## config.mk

```make
export PLATFORM = sky130hd
export DESIGN_NAME = lfmdp_top
export DESIGN_NICKNAME = d
export VERILOG_FILES = /design/src/design/lfmdp_buf2.v /design/src/design/lfmdp_top.v
export VERILOG_INCLUDE_DIRS = /design/src /design/src/design
export SDC_FILE = /design/constraint.sdc
export NUM_CORES = 1
export LEC_CHECK = 0
export ABC_AREA = 1
export BUFFER_PORTS_ARGS = -buffer_cell sky130_fd_sc_hd__buf_2
export CORE_ASPECT_RATIO = 1.25
export CORE_MARGIN = 5
export CORE_UTILIZATION = 53
export CTS_CLUSTER_SIZE = 20
export DETAILED_ROUTE_END_ITERATION = 10
export PLACE_DENSITY_LB_ADDON = 0.12
export SYNTH_ARGS = -nofsm -noshare
export SYNTH_HDL_FRONTEND = slang
export SYNTH_HIERARCHICAL = 1
export SYNTH_SLANG_ARGS = --single-unit
```

## constraint.sdc

```tcl
create_clock -name clk -period 7.3 [get_ports clk]
set_input_delay 0.73 -clock clk [delete_from_list [all_inputs] [get_ports clk]]
set_output_delay 0.73 -clock clk [all_outputs]
set_load 0.02 [all_outputs]
```

## src/design/lfmdp_map.vh

```
// constants for the lane frame marker data port
// assumes inclusion by bare name from the design files only
`ifndef LFMDP_MAP_VH
`define LFMDP_MAP_VH

// widths of one lane word, its markers and the position counters
`define LFMDP_LANE_BITS      32
`define LFMDP_BYTE_BITS      8
`define LFMDP_MARK_BITS      4
`define LFMDP_POS_BITS       8
`define LFMDP_KPOS_BITS      5

// subclass code that needs the system reference
`define LFMDP_SUBCLASS_SYSREF 2'h1

// field positions of the walk function result
`define LFMDP_WALK_SOF_LSB   0
`define LFMDP_WALK_EOF_LSB   4
`define LFMDP_WALK_SOM_LSB   8
`define LFMDP_WALK_F_LSB     12
`define LFMDP_WALK_K_LSB     20
`define LFMDP_WALK_BITS      25

// reset values
`define LFMDP_POS_RST        8'h00
`define LFMDP_KPOS_RST       5'h00
`define LFMDP_MARK_RST       4'h0

`endif

```

## src/design/lfmdp_buf2.v

```verilog
// two-entry buffer with valid and ready on both sides
// assumes one clock and a synchronous active-low reset
module lfmdp_buf2 #(
    parameter W = 40
) (
    input  wire         clk,
    input  wire         resetn,
    input  wire         in_valid,
    output wire         in_ready,
    input  wire [W-1:0] in_data,
    output wire         out_valid,
    input  wire         out_ready,
    output wire [W-1:0] out_data
);
    reg [W-1:0] mem [0:1];    // two storage words
    reg         wr_ptr_reg;   // next slot to fill
    reg         rd_ptr_reg;   // slot at the head
    reg [1:0]   count_reg;    // words held, 0..2
    reg         ready_reg;    // not full, kept as a flop

    wire push = in_valid & ready_reg;
    wire pop  = (count_reg != 2'h0) & out_ready;

    assign in_ready  = ready_reg;
    assign out_valid = (count_reg != 2'h0);
    assign out_data  = mem[rd_ptr_reg];

    // storage has no reset; only the pointers, count and ready flag need one
    always @(posedge clk) begin
        if (push) begin
            mem[wr_ptr_reg] <= in_data;
        end
    end

    // pointer and fill bookkeeping
    always @(posedge clk) begin
        if (!resetn) begin
            wr_ptr_reg <= 1'b0;
            rd_ptr_reg <= 1'b0;
            count_reg  <= 2'h0;
            ready_reg  <= 1'b1;
        end else begin
            if (push) begin
                wr_ptr_reg <= ~wr_ptr_reg;
            end
            if (pop) begin
                rd_ptr_reg <= ~rd_ptr_reg;
            end
            // full only when a push lands without a pop on one word
            if (push && !pop) begin
                count_reg <= count_reg + 2'h1;
                ready_reg <= (count_reg == 2'h0);
            end else if (pop && !push) begin
                count_reg <= count_reg - 2'h1;
                ready_reg <= 1'b1;
            end
        end
    end
endmodule // lfmdp_buf2

```

## src/design/lfmdp_top.v

```verilog
// frame and multiframe marker logic for the transmit data port, frame marker logic for the receive data port
// assumes one core clock; sysref and tx sync come from pins,
// lane words come from deskewed lane logic on the same clock
`include "lfmdp_map.vh"

// Operation
// - tx multiframe start marker, frame marker code
// - subclass 1 requires sysref before transmitting
// - markers four bits, one per byte
// - one marker shared by all lanes
// - receive outputs all on core clock
// - one active-low receive stream reset
// - earliest octet in least significant byte
// - lane N at bits (N+1)*32-1:N*32
// - valid asserted while data bus valid
// - rx frame start uses same code
// - rx frame start one cycle early
// - first valid byte at position zero
// - rx frame end marker, same code
// - bit i marks byte i
// - several boundaries set several bits
// - rx sync low until comma aligned
module lfmdp_top #(
    parameter LANES = 4
) (
    input  wire                  clk,
    input  wire                  resetn,
    input  wire [1:0]            cfg_subclass,
    input  wire [7:0]            cfg_octets_per_frame_m1,
    input  wire [4:0]            cfg_frames_per_multiframe_m1,
    input  wire                  sysref,
    input  wire                  tx_sync_n,
    output wire                  tx_tready,
    output wire [3:0]            tx_frame_begin_marker,
    output wire [3:0]            tx_multiframe_begin_marker,
    input  wire [32*LANES-1:0]   lane_data,
    input  wire                  lane_valid,
    input  wire                  lane_aligned,
    output wire                  lane_ready,
    output wire                  rx_aresetn,
    output wire [32*LANES-1:0]   rx_tdata,
    output wire                  rx_tvalid,
    input  wire                  rx_tready,
    output wire [3:0]            rx_frame_begin_marker,
    output wire [3:0]            rx_frame_finish_marker,
    output wire                  rx_sync_n
);
    localparam DW = `LFMDP_LANE_BITS * LANES;        // data bus width
    localparam BW = DW + 2 * `LFMDP_MARK_BITS;       // buffer word width

    // walks four bytes of one word through the frame and multiframe
    // counters; bit i of each marker describes byte i of every lane
    function [`LFMDP_WALK_BITS-1:0] lfmdp_walk;
        input [7:0] fpos;
        input [4:0] kpos;
        input [7:0] fm1;
        input [4:0] km1;
        reg   [7:0] f;
        reg   [4:0] k;
        reg   [3:0] sof;
        reg   [3:0] eof;
        reg   [3:0] som;
        integer     i;
        begin
            f   = fpos;
            k   = kpos;
            sof = `LFMDP_MARK_RST;
            eof = `LFMDP_MARK_RST;
            som = `LFMDP_MARK_RST;
            for (i = 0; i < `LFMDP_MARK_BITS; i = i + 1) begin
                sof[i] = (f == 8'h00);
                som[i] = (f == 8'h00) && (k == 5'h00);
                eof[i] = (f == fm1);
                // a one-octet frame sets every frame begin and finish bit in one word
                if (f == fm1) begin
                    f = 8'h00;
                    k = (k == km1) ? 5'h00 : k + 5'h01;
                end else begin
                    f = f + 8'h01;
                end
            end
            lfmdp_walk = {k, f, som, eof, sof};
        end
    endfunction

    // pin synchronisers
    reg sysref_m_reg;      // first stage, read only by the second
    reg sysref_s_reg;      // synchronised sysref
    reg sysref_d_reg;      // previous value for edge detection
    reg sync_m_reg;        // first stage of tx sync
    reg sync_s_reg;        // synchronised tx sync, high = go

    // two flops on each pin before any logic reads it
    always @(posedge clk) begin
        if (!resetn) begin
            sysref_m_reg <= 1'b0;
            sysref_s_reg <= 1'b0;
            sysref_d_reg <= 1'b0;
            sync_m_reg   <= 1'b0;
            sync_s_reg   <= 1'b0;
        end else begin
            sysref_m_reg <= sysref;
            sysref_s_reg <= sysref_m_reg;
            sysref_d_reg <= sysref_s_reg;
            sync_m_reg   <= tx_sync_n;
            sync_s_reg   <= sync_m_reg;
        end
    end

    // in subclass 1 a single sysref edge realigns the tx counters; it is not a clock
    wire sysref_rise = sysref_s_reg & ~sysref_d_reg;
    wire subclass_1  = (cfg_subclass == `LFMDP_SUBCLASS_SYSREF);

    // transmit markers
    reg       tx_seen_reg;     // a sysref edge has arrived
    reg [7:0] tx_fpos_reg;     // octet within frame at next word
    reg [4:0] tx_kpos_reg;     // frame within multiframe
    reg [3:0] tx_sof_reg;      // frame begin marker
    reg [3:0] tx_som_reg;      // multiframe begin marker
    reg       tx_live_reg;     // markers describe the next word
    reg       tx_ready_reg;    // accepts a word, one cycle after live

    // in subclass 1 nothing is sent until sysref has been seen
    wire tx_go = sync_s_reg &
                 (~subclass_1 | tx_seen_reg | sysref_rise);
    // a sysref edge in subclass 1 or a fresh start puts the next word at byte 0
    wire tx_restart = (subclass_1 & sysref_rise) | ~tx_live_reg;
    wire [7:0] tx_f_in = tx_restart ? `LFMDP_POS_RST : tx_fpos_reg;
    wire [4:0] tx_k_in = tx_restart ? `LFMDP_KPOS_RST : tx_kpos_reg;
    wire [`LFMDP_WALK_BITS-1:0] tx_walk =
        lfmdp_walk(tx_f_in, tx_k_in, cfg_octets_per_frame_m1,
                   cfg_frames_per_multiframe_m1);

    // the sync pin gates transmission; counters step every cycle while tx_go is high
    always @(posedge clk) begin
        if (!resetn) begin
            tx_seen_reg  <= 1'b0;
            tx_fpos_reg  <= `LFMDP_POS_RST;
            tx_kpos_reg  <= `LFMDP_KPOS_RST;
            tx_sof_reg   <= `LFMDP_MARK_RST;
            tx_som_reg   <= `LFMDP_MARK_RST;
            tx_live_reg  <= 1'b0;
            tx_ready_reg <= 1'b0;
        end else begin
            if (sysref_rise) begin
                tx_seen_reg <= 1'b1;
            end
            // ready trails the markers so each marker leads its word
            tx_ready_reg <= tx_live_reg;
            if (tx_go) begin
                tx_live_reg <= 1'b1;
                tx_fpos_reg <= tx_walk[`LFMDP_WALK_F_LSB +: 8];
                tx_kpos_reg <= tx_walk[`LFMDP_WALK_K_LSB +: 5];
                tx_sof_reg  <= tx_walk[`LFMDP_WALK_SOF_LSB +: 4];
                tx_som_reg  <= tx_walk[`LFMDP_WALK_SOM_LSB +: 4];
            end else begin
                // far end asks for resync: no words, no markers
                tx_live_reg <= 1'b0;
                tx_fpos_reg <= `LFMDP_POS_RST;
                tx_kpos_reg <= `LFMDP_KPOS_RST;
                tx_sof_reg  <= `LFMDP_MARK_RST;
                tx_som_reg  <= `LFMDP_MARK_RST;
            end
        end
    end

    assign tx_tready                  = tx_ready_reg;
    assign tx_frame_begin_marker      = tx_sof_reg;
    assign tx_multiframe_begin_marker = tx_som_reg;

    // receive framing
    reg [7:0] rx_fpos_reg;     // octet within frame of next lane word
    reg       rst_out_reg;     // stream reset, low during reset
    reg       rx_sync_reg;     // sync request towards far end

    wire          buf_in_ready;
    wire          buf_out_valid;
    wire [BW-1:0] buf_out_data;
    wire          pipe_adv;
    wire          rx_take = lane_valid & lane_aligned & buf_in_ready;
    wire [`LFMDP_WALK_BITS-1:0] rx_walk =
        lfmdp_walk(rx_fpos_reg, `LFMDP_KPOS_RST,
                   cfg_octets_per_frame_m1, 5'h00);

    // counters stay at zero until alignment, so the first word
    // after alignment starts a frame in byte 0
    always @(posedge clk) begin
        if (!resetn) begin
            rx_fpos_reg <= `LFMDP_POS_RST;
            rst_out_reg <= 1'b0;
            rx_sync_reg <= 1'b0;
        end else begin
            rst_out_reg <= 1'b1;
            rx_sync_reg <= lane_aligned;
            if (!lane_aligned) begin
                rx_fpos_reg <= `LFMDP_POS_RST;
            end else if (rx_take) begin
                rx_fpos_reg <= rx_walk[`LFMDP_WALK_F_LSB +: 8];
            end
        end
    end

    // markers travel with their word so a stall cannot split them;
    // lane words pass unchanged: lane N in slice N, first octet low
    lfmdp_buf2 #(
        .W (BW)
    ) u_buf (
        .clk       (clk),
        .resetn    (resetn),
        .in_valid  (lane_valid & lane_aligned),
        .in_ready  (buf_in_ready),
        .in_data   ({rx_walk[`LFMDP_WALK_EOF_LSB +: 4],
                     rx_walk[`LFMDP_WALK_SOF_LSB +: 4],
                     lane_data}),
        .out_valid (buf_out_valid),
        .out_ready (pipe_adv),
        .out_data  (buf_out_data)
    );

    // receive output pipeline
    reg          a_valid_reg;  // word whose markers are on the pins
    reg [DW-1:0] a_data_reg;   // that word's data
    reg [3:0]    rx_sof_reg;   // frame begin marker for word a
    reg [3:0]    rx_eof_reg;   // frame finish marker for word a
    reg          b_valid_reg;  // word on rx_tdata
    reg [DW-1:0] b_data_reg;   // rx_tdata itself

    // the whole pipe moves when the output is empty or taken
    assign pipe_adv = ~b_valid_reg | rx_tready;

    // stage a shows markers one cycle before stage b shows the data
    always @(posedge clk) begin
        if (!resetn) begin
            a_valid_reg <= 1'b0;
            a_data_reg  <= {DW{1'b0}};
            rx_sof_reg  <= `LFMDP_MARK_RST;
            rx_eof_reg  <= `LFMDP_MARK_RST;
            b_valid_reg <= 1'b0;
            b_data_reg  <= {DW{1'b0}};
        end else if (pipe_adv) begin
            b_valid_reg <= a_valid_reg;
            b_data_reg  <= a_data_reg;
            a_valid_reg <= buf_out_valid;
            a_data_reg  <= buf_out_data[DW-1:0];
            if (buf_out_valid) begin
                rx_sof_reg <= buf_out_data[DW +: 4];
                rx_eof_reg <= buf_out_data[DW+4 +: 4];
            end else begin
                rx_sof_reg <= `LFMDP_MARK_RST;
                rx_eof_reg <= `LFMDP_MARK_RST;
            end
        end
    end

    // every receive output comes from a flop on clk
    assign lane_ready             = buf_in_ready;
    assign rx_aresetn             = rst_out_reg;
    assign rx_tdata               = b_data_reg;
    assign rx_tvalid              = b_valid_reg;
    assign rx_frame_begin_marker  = rx_sof_reg;
    assign rx_frame_finish_marker = rx_eof_reg;
    assign rx_sync_n              = rx_sync_reg;
endmodule // lfmdp_top

```

## Word level (Yosys, flattened, before mapping)

Memories as Yosys holds them, arrays and structs flattened. A register that Yosys moved wholly into a read port is not among the register bits.
Cells that the tools add are included.

| storage, ports and cells | value |
|---|---|
| register bits after elaboration | 310 |
| RAM bits | 272 |
| input port bits | 150 |
| output and inout bits | 149 |
| logic and storage cells | 126 |
| memories | 1 |

| cells by class | value |
|---|---|
| $add $sub $neg | 14 |
| equality and inequality tests | 13 |
| muxes and demuxes | 29 |
| bitwise logic cells | 18 |
| reductions and logical operators | 26 |

Memories:

| name | depth | width | rd ports | clocked after memory_dff | write ports | RTL line | RTL |
|---|---|---|---|---|---|---|---|
| u_buf.mem | 2 | 136 | 1 | 1 | 1 | lfmdp_buf2.v:15 | `reg [W-1:0] mem [0:1];` |

Operators with widths:

| operator | number |
|---|---|
| $add A8 B1 Y8 const B | 8 |
| $eq A8 B8 Y1 | 8 |
| $logic_not A8 Y1 | 8 |
| $mux W8 | 8 |
| $mux W5 | 9 |
| $add A5 B1 Y5 const B | 4 |
| $eq A5 B5 Y1 | 4 |
| $logic_not A5 Y1 | 4 |
| $mux W1 | 8 |
| $mux W4 | 2 |
| $not A1 Y1 | 8 |
| $and A1 B1 Y1 | 6 |
| $logic_and A1 B1 Y1 | 6 |
| $mux W2 | 2 |
| $or A1 B1 Y1 | 4 |
| $reduce_and A2 Y1 | 2 |
| $reduce_bool A2 Y1 | 2 |
| $reduce_or A3 Y1 | 1 |
| $add A2 B1 Y2 const B | 1 |
| $eq A2 B1 Y1 const B | 1 |
| $logic_not A1 Y1 | 2 |
| $logic_not A2 Y1 | 1 |
| $sub A2 B1 Y2 const B | 1 |

## Logic depth before layout (Yosys ltp)

| logic depth | value |
|---|---|
| depth in word-level cells | 17 |
| depth in mapped cells | 38 |
| gate-level depth less buffers | 37 |

## By module

Netlist, hierarchy kept.

By module, submodules not included:

| module | times used | cells an instance | area each (µm²) | seq. area each (µm²) |
|---|---|---|---|---|
| lfmdp_top | 1 | 2175 | 14341.3 | 6105.9 |
| lfmdp_buf2 | 1 | 464 | 10233.6 | 8287.9 |

## Worst setup path before layout

Ideal clock, no wire load.

| path | value |
|---|---|
| kind | input to register |
| start | input port lane_valid |
| end | memory u_buf/mem[0][0] (netlist name) (enable) |
| setup time | 0.634 ns |
| arrival time | 6.594 ns |
| required time | 6.666 ns |
| path slack | 0.073 ns |
| cell stages on the path | 4 |
| buffers on the path | 0 |
| path through | nand2_1 > inv_1 > nand2_1 > nor2_1 |

| on the way | value |
|---|---|
| longest elaborated chain between the ends | 4 |

RTL lines:

| element | RTL line | RTL |
|---|---|---|
| from (decl) | lfmdp_top.v:37 | `input wire lane_valid,` |
| $and A1 B1 Y1 | lfmdp_top.v:210 | `.in_valid (lane_valid & lane_aligned),` |
| $and A1 B1 Y1 | lfmdp_buf2.v:21 | `wire push = in_valid & ready_reg;` |
| $mux W1 | lfmdp_buf2.v:30 | `if (push) begin` |
| $mux W1 (implied by the code) | lfmdp_buf2.v:31 | `mem[wr_ptr_reg] <= in_data;` |
| to (decl) | lfmdp_buf2.v:15 |  |

No other way between the ends.

## Worst setup path in the final report

| path | value |
|---|---|
| start | register tx_live_reg |
| end | register tx_fpos_reg[2] |

| on the way | value |
|---|---|
| longest elaborated chain between the ends | 11 |
| elaborated cells on any way between the ends | 15 |
| classes of those cells | add/sub: 4; eq/ne: 4; mux: 4; bitwise: 2; reduce/logical: 1 |

RTL lines:

| element | RTL line | RTL |
|---|---|---|
| from (decl) | lfmdp_top.v:120 | `reg tx_live_reg;` |
| from (signal assigned) | lfmdp_top.v:142 | `tx_live_reg <= 1'b0;` |
| from (signal assigned) | lfmdp_top.v:151 | `tx_live_reg <= 1'b1;` |
| from (signal assigned) | lfmdp_top.v:158 | `tx_live_reg <= 1'b0;` |
| $not A1 Y1 * | lfmdp_top.v:127 | `wire tx_restart = (subclass_1 & sysref_rise) \| ~tx_live_reg;` |
| $or A1 B1 Y1 * | lfmdp_top.v:127 |  |
| $mux W8 * | lfmdp_top.v:128 | `` wire [7:0] tx_f_in = tx_restart ? `LFMDP_POS_RST : tx_fpos_reg; `` |
| $add A8 B1 Y8 or $eq A8 B8 Y1 (tied branches) | lfmdp_top.v:79, lfmdp_top.v:75 |  |
| $mux W8 * | lfmdp_top.v:75 | `if (f == fm1) begin` |
| $add A8 B1 Y8 or $eq A8 B8 Y1 (tied branches) | lfmdp_top.v:79, lfmdp_top.v:75 |  |
| $mux W8 * | lfmdp_top.v:75 |  |
| $add A8 B1 Y8 or $eq A8 B8 Y1 (tied branches) | lfmdp_top.v:79, lfmdp_top.v:75 |  |
| $mux W8 * | lfmdp_top.v:75 |  |
| branches (longest 2 deep; another with $add A8 B1 Y8) | n/a |  |
| to (signal assigned) | lfmdp_top.v:138 | `` tx_fpos_reg <= `LFMDP_POS_RST; `` |
| to (signal assigned) | lfmdp_top.v:152 | `` tx_fpos_reg <= tx_walk[`LFMDP_WALK_F_LSB +: 8]; `` |
| to (signal assigned) | lfmdp_top.v:159 | `` tx_fpos_reg <= `LFMDP_POS_RST; `` |
| to (decl) | lfmdp_top.v:116 | `reg [7:0] tx_fpos_reg;` |

Mark *: on every way between the ends.
A chain may end at the register's enable or synchronous reset.

==> results.json <==
{
  "vias": 18270,
  "synth.most_common_cell": "nor2_1",
  "cts_hold_buf": 0,
  "cpMostUsedCell": "nand2_1",
  "areaGrowthSynthToFinish_pct": 14.55,
  "period_share_pct": 70.91,
  "dr.pass1.iters": 5,
  "cts_sinks": 583,
  "synth_commonest_cells": "nor2_1, nand2_1, dfxtp_1",
  "power_uw": 8341,
  "power_density_nw_per_um2": 296.3,
  "seqCellArea_um2": 14400,
  "grt_usage_pct": 23.29,
  "fin_setup_tns_ns": 0,
  "synth_seq_area_share_pct": 58.57,
  "arrival_ns": 5.66,
  "syn_area_per_cell_um2": 9.312,
  "hpwl_mm": 40.36,
  "initial_core_util_pct": 53.40,
  "critPathMaxStageDelay_ns": 0.65,
  "vdd_drop_max_v": 0.0001860,
  "rsz0062_at_grt": "false",
  "status": "finished, final reports clean",
  "n_fill_cell": 4105,
  "slowest_stage": "dfxtp_1",
  "cts_resized": 0,
  "synth_area_um2": 24570,
  "drv_cap": 0,
  "ys_warn_count": 6,
  "clock_skew_ns": 0.01561,
  "cp.required_ns": 7.79,
  "largest_register_ffs": 272,
  "synth_seq_cells": 583,
  "yosys.area.top_type": "edfxtp_1",
  "crit_type": "register to register",
  "synth_edf_count": 272,
  "grt_pass1_wl_mm": 94.86,
  "setup_slack_ns": 2.124,
  "final_nets": 3051,
  "routed_via_density": 5.192,
  "worstHoldPathType": "input pin to register",
  "grt_start_max_net_pins": 257,
  "dieArea_um2": 50800,
  "max_freq_mhz": 193.2,
  "wl_mm": 61.37,
  "cp-start-kind": "register",
  "h-tree-depth": 2,
  "cts_tree": "done",
  "dp_slack_ns": 1.909,
  "synth_top_area_share_pct": 33.24,
  "grt_pass1_vias": 17300,
  "drc_errors": 0,
  "port_buffers": 298,
  "final-max-slew-violation-count": 0,
  "root_buffer": "clkbuf_16",
  "drive_gt1_share_pct": 19.43,
  "postPlaceCellArea_um2": 26360,
  "gp_congestion": 0.9339,
  "crit_path_end_kind": "register",
  "hold_violations": 0,
  "worstMarginPinSlew_ns": 1.142,
  "synthTopCellsByArea": "edfxtp_1, dfxtp_1, nor2_1",
  "clock_path_buffers": 3,
  "rows": 88,
  "clk_latency_ns": 0.61,
  "synth_flop_cell": "dfxtp_1",
  "ioPinCount": 299,
  "final_util_pct": 61.17,
  "hold_path_depth": 3,
  "overflow": 0,
  "drt-initial-drc-count": 1191,
  "synth_fp_nets": 2813,
  "antenna_found_initial": 15,
  "r2r_cells": 27,
  "multi_input_area_um2": 8986,
  "async_reset_ff_share_pct": 0,
  "layout_min_cycle_time_ns": 5.176,
  "slew-limit-headroom_pct": 23.87,
  "finalSetupViolCount": 0,
  "postSynthCellCount": 2639,
  "p_leak_uw": 0.01275,
  "cp_max_fo": 22,
  "post_drt_wl_per_cell_um": 17.44,
  "cts_setup_buffers": 0,
  "synthDistinctLibCells": 32,
  "final_area_um2": 28150,
  "cts_made_buffers": 55,
  "die_height_um": 250.8,
  "final_antenna_net_count": 0,
  "die_w_um": 202.6,
  "core_area_um2": 46020,
  "cts.clk_slew.worst_paths_ns": 0.06
}
==> layout by cell type, fill, tap and decap left out, types with 3 or more instances in the layout <==
master     instances
xnor2_1            3
nand2_1          417
edfxtp_1         272
ha_1              24
clkbuf_16         56
mux2_2            96
clkinv_4           3
dfxtp_1          310
nand2_4            3
diode_2           10
a21oi_1           26
nor2_2            11
nand3b_1           6
nor3_1            15
buf_12             3
clkbuf_8           5
o21ai_0          271
xor2_1            23
inv_8              3
inv_1            150
nor2_1           628
nand3_1          123
mux2_4            40
clkbuf_1          13
buf_2            297
nand2_2           10
nand4_1           47
clkinv_1          20
nand3_2            5
clkinv_2           4
nor4_1             4
nor2_4             6
buf_4              8
inv_2              8
==> final timing paths <==
kind                from             end  slack (ns)
min reg2reg   sync_m_reg      sync_s_reg        0.43
max          tx_live_reg  tx_fpos_reg[2]        2.12
min               sysref    sysref_m_reg        0.30
max reg2reg  tx_live_reg  tx_fpos_reg[2]        2.12
==> worst max-delay path, delay by kind of cell, from the launching register on <==
family / cells / cell delay [ns]
adder cells (fa/ha/maj): 1 / 0.30
buffers and inverters: 3 / 0.52
XOR/XNOR: 1 / 0.34
flip-flops: 1 / 0.65
AO/OA/AOI/OAI: 1 / 0.08
AND/OR/NAND/NOR: 21 / 3.15
==> metal layers <==
metal	GRT usage, %	part of all wire [%]
met5	0	0.088
met4	8.306	3.1
met2	39.52	49
met3	4.090	5.6
met1	30.30	43
==> power by group <==
group / leakage, uW / internal, uW / switching, uW / total (uW)
Combinational: 0.00684 / 617 / 902 / 1520
Sequential: 0.00506 / 3840 / 219 / 4060
Clock: 0.000853 / 1540 / 1220 / 2760
==> cells by family (layout without fill, tap and decap cells) <==
logic type,Yosys count,count (layout),share of synthesized area [%]
other,0,10,0
muxes,136,136,6.843
DFF,583,583,58.57
AOI/OAI and AO/OA,300,300,6.120
buffers and inverters,293,577,4.954
adders and majority gates,24,24,1.222
xor gates and xnor gates,26,26,0.9266
and+or+nand+nor,1277,1277,21.36
==> layout make-up <==
type | instances | share of cell area (%)
Multi-Input combinational cell | 1763 | 31.92
Tap cell | 585 | 2.600
Antenna cell | 10 | 0.08889
Sequential cell | 583 | 51.14
Clock buffer | 74 | 5.396
Timing Repair Buffer | 309 | 5.747
Clock inverter | 29 | 0.8756
Inverter | 165 | 2.227
==> per-stage QoR <==
| stage | cells | hold slack [ns] |
|---|---|---|
| final | 3518 | 0.3012 |
| after floorplan | 2639 | 0.3905 |
| after detailed placement | 3405 | 0.4148 |
| after global routing | 3515 | 0.2738 |
| after global placement | 3405 | 0.4059 |
| after CTS | 3508 | 0.2565 |
No activity file was read; power rests on OpenSTA's default activity.
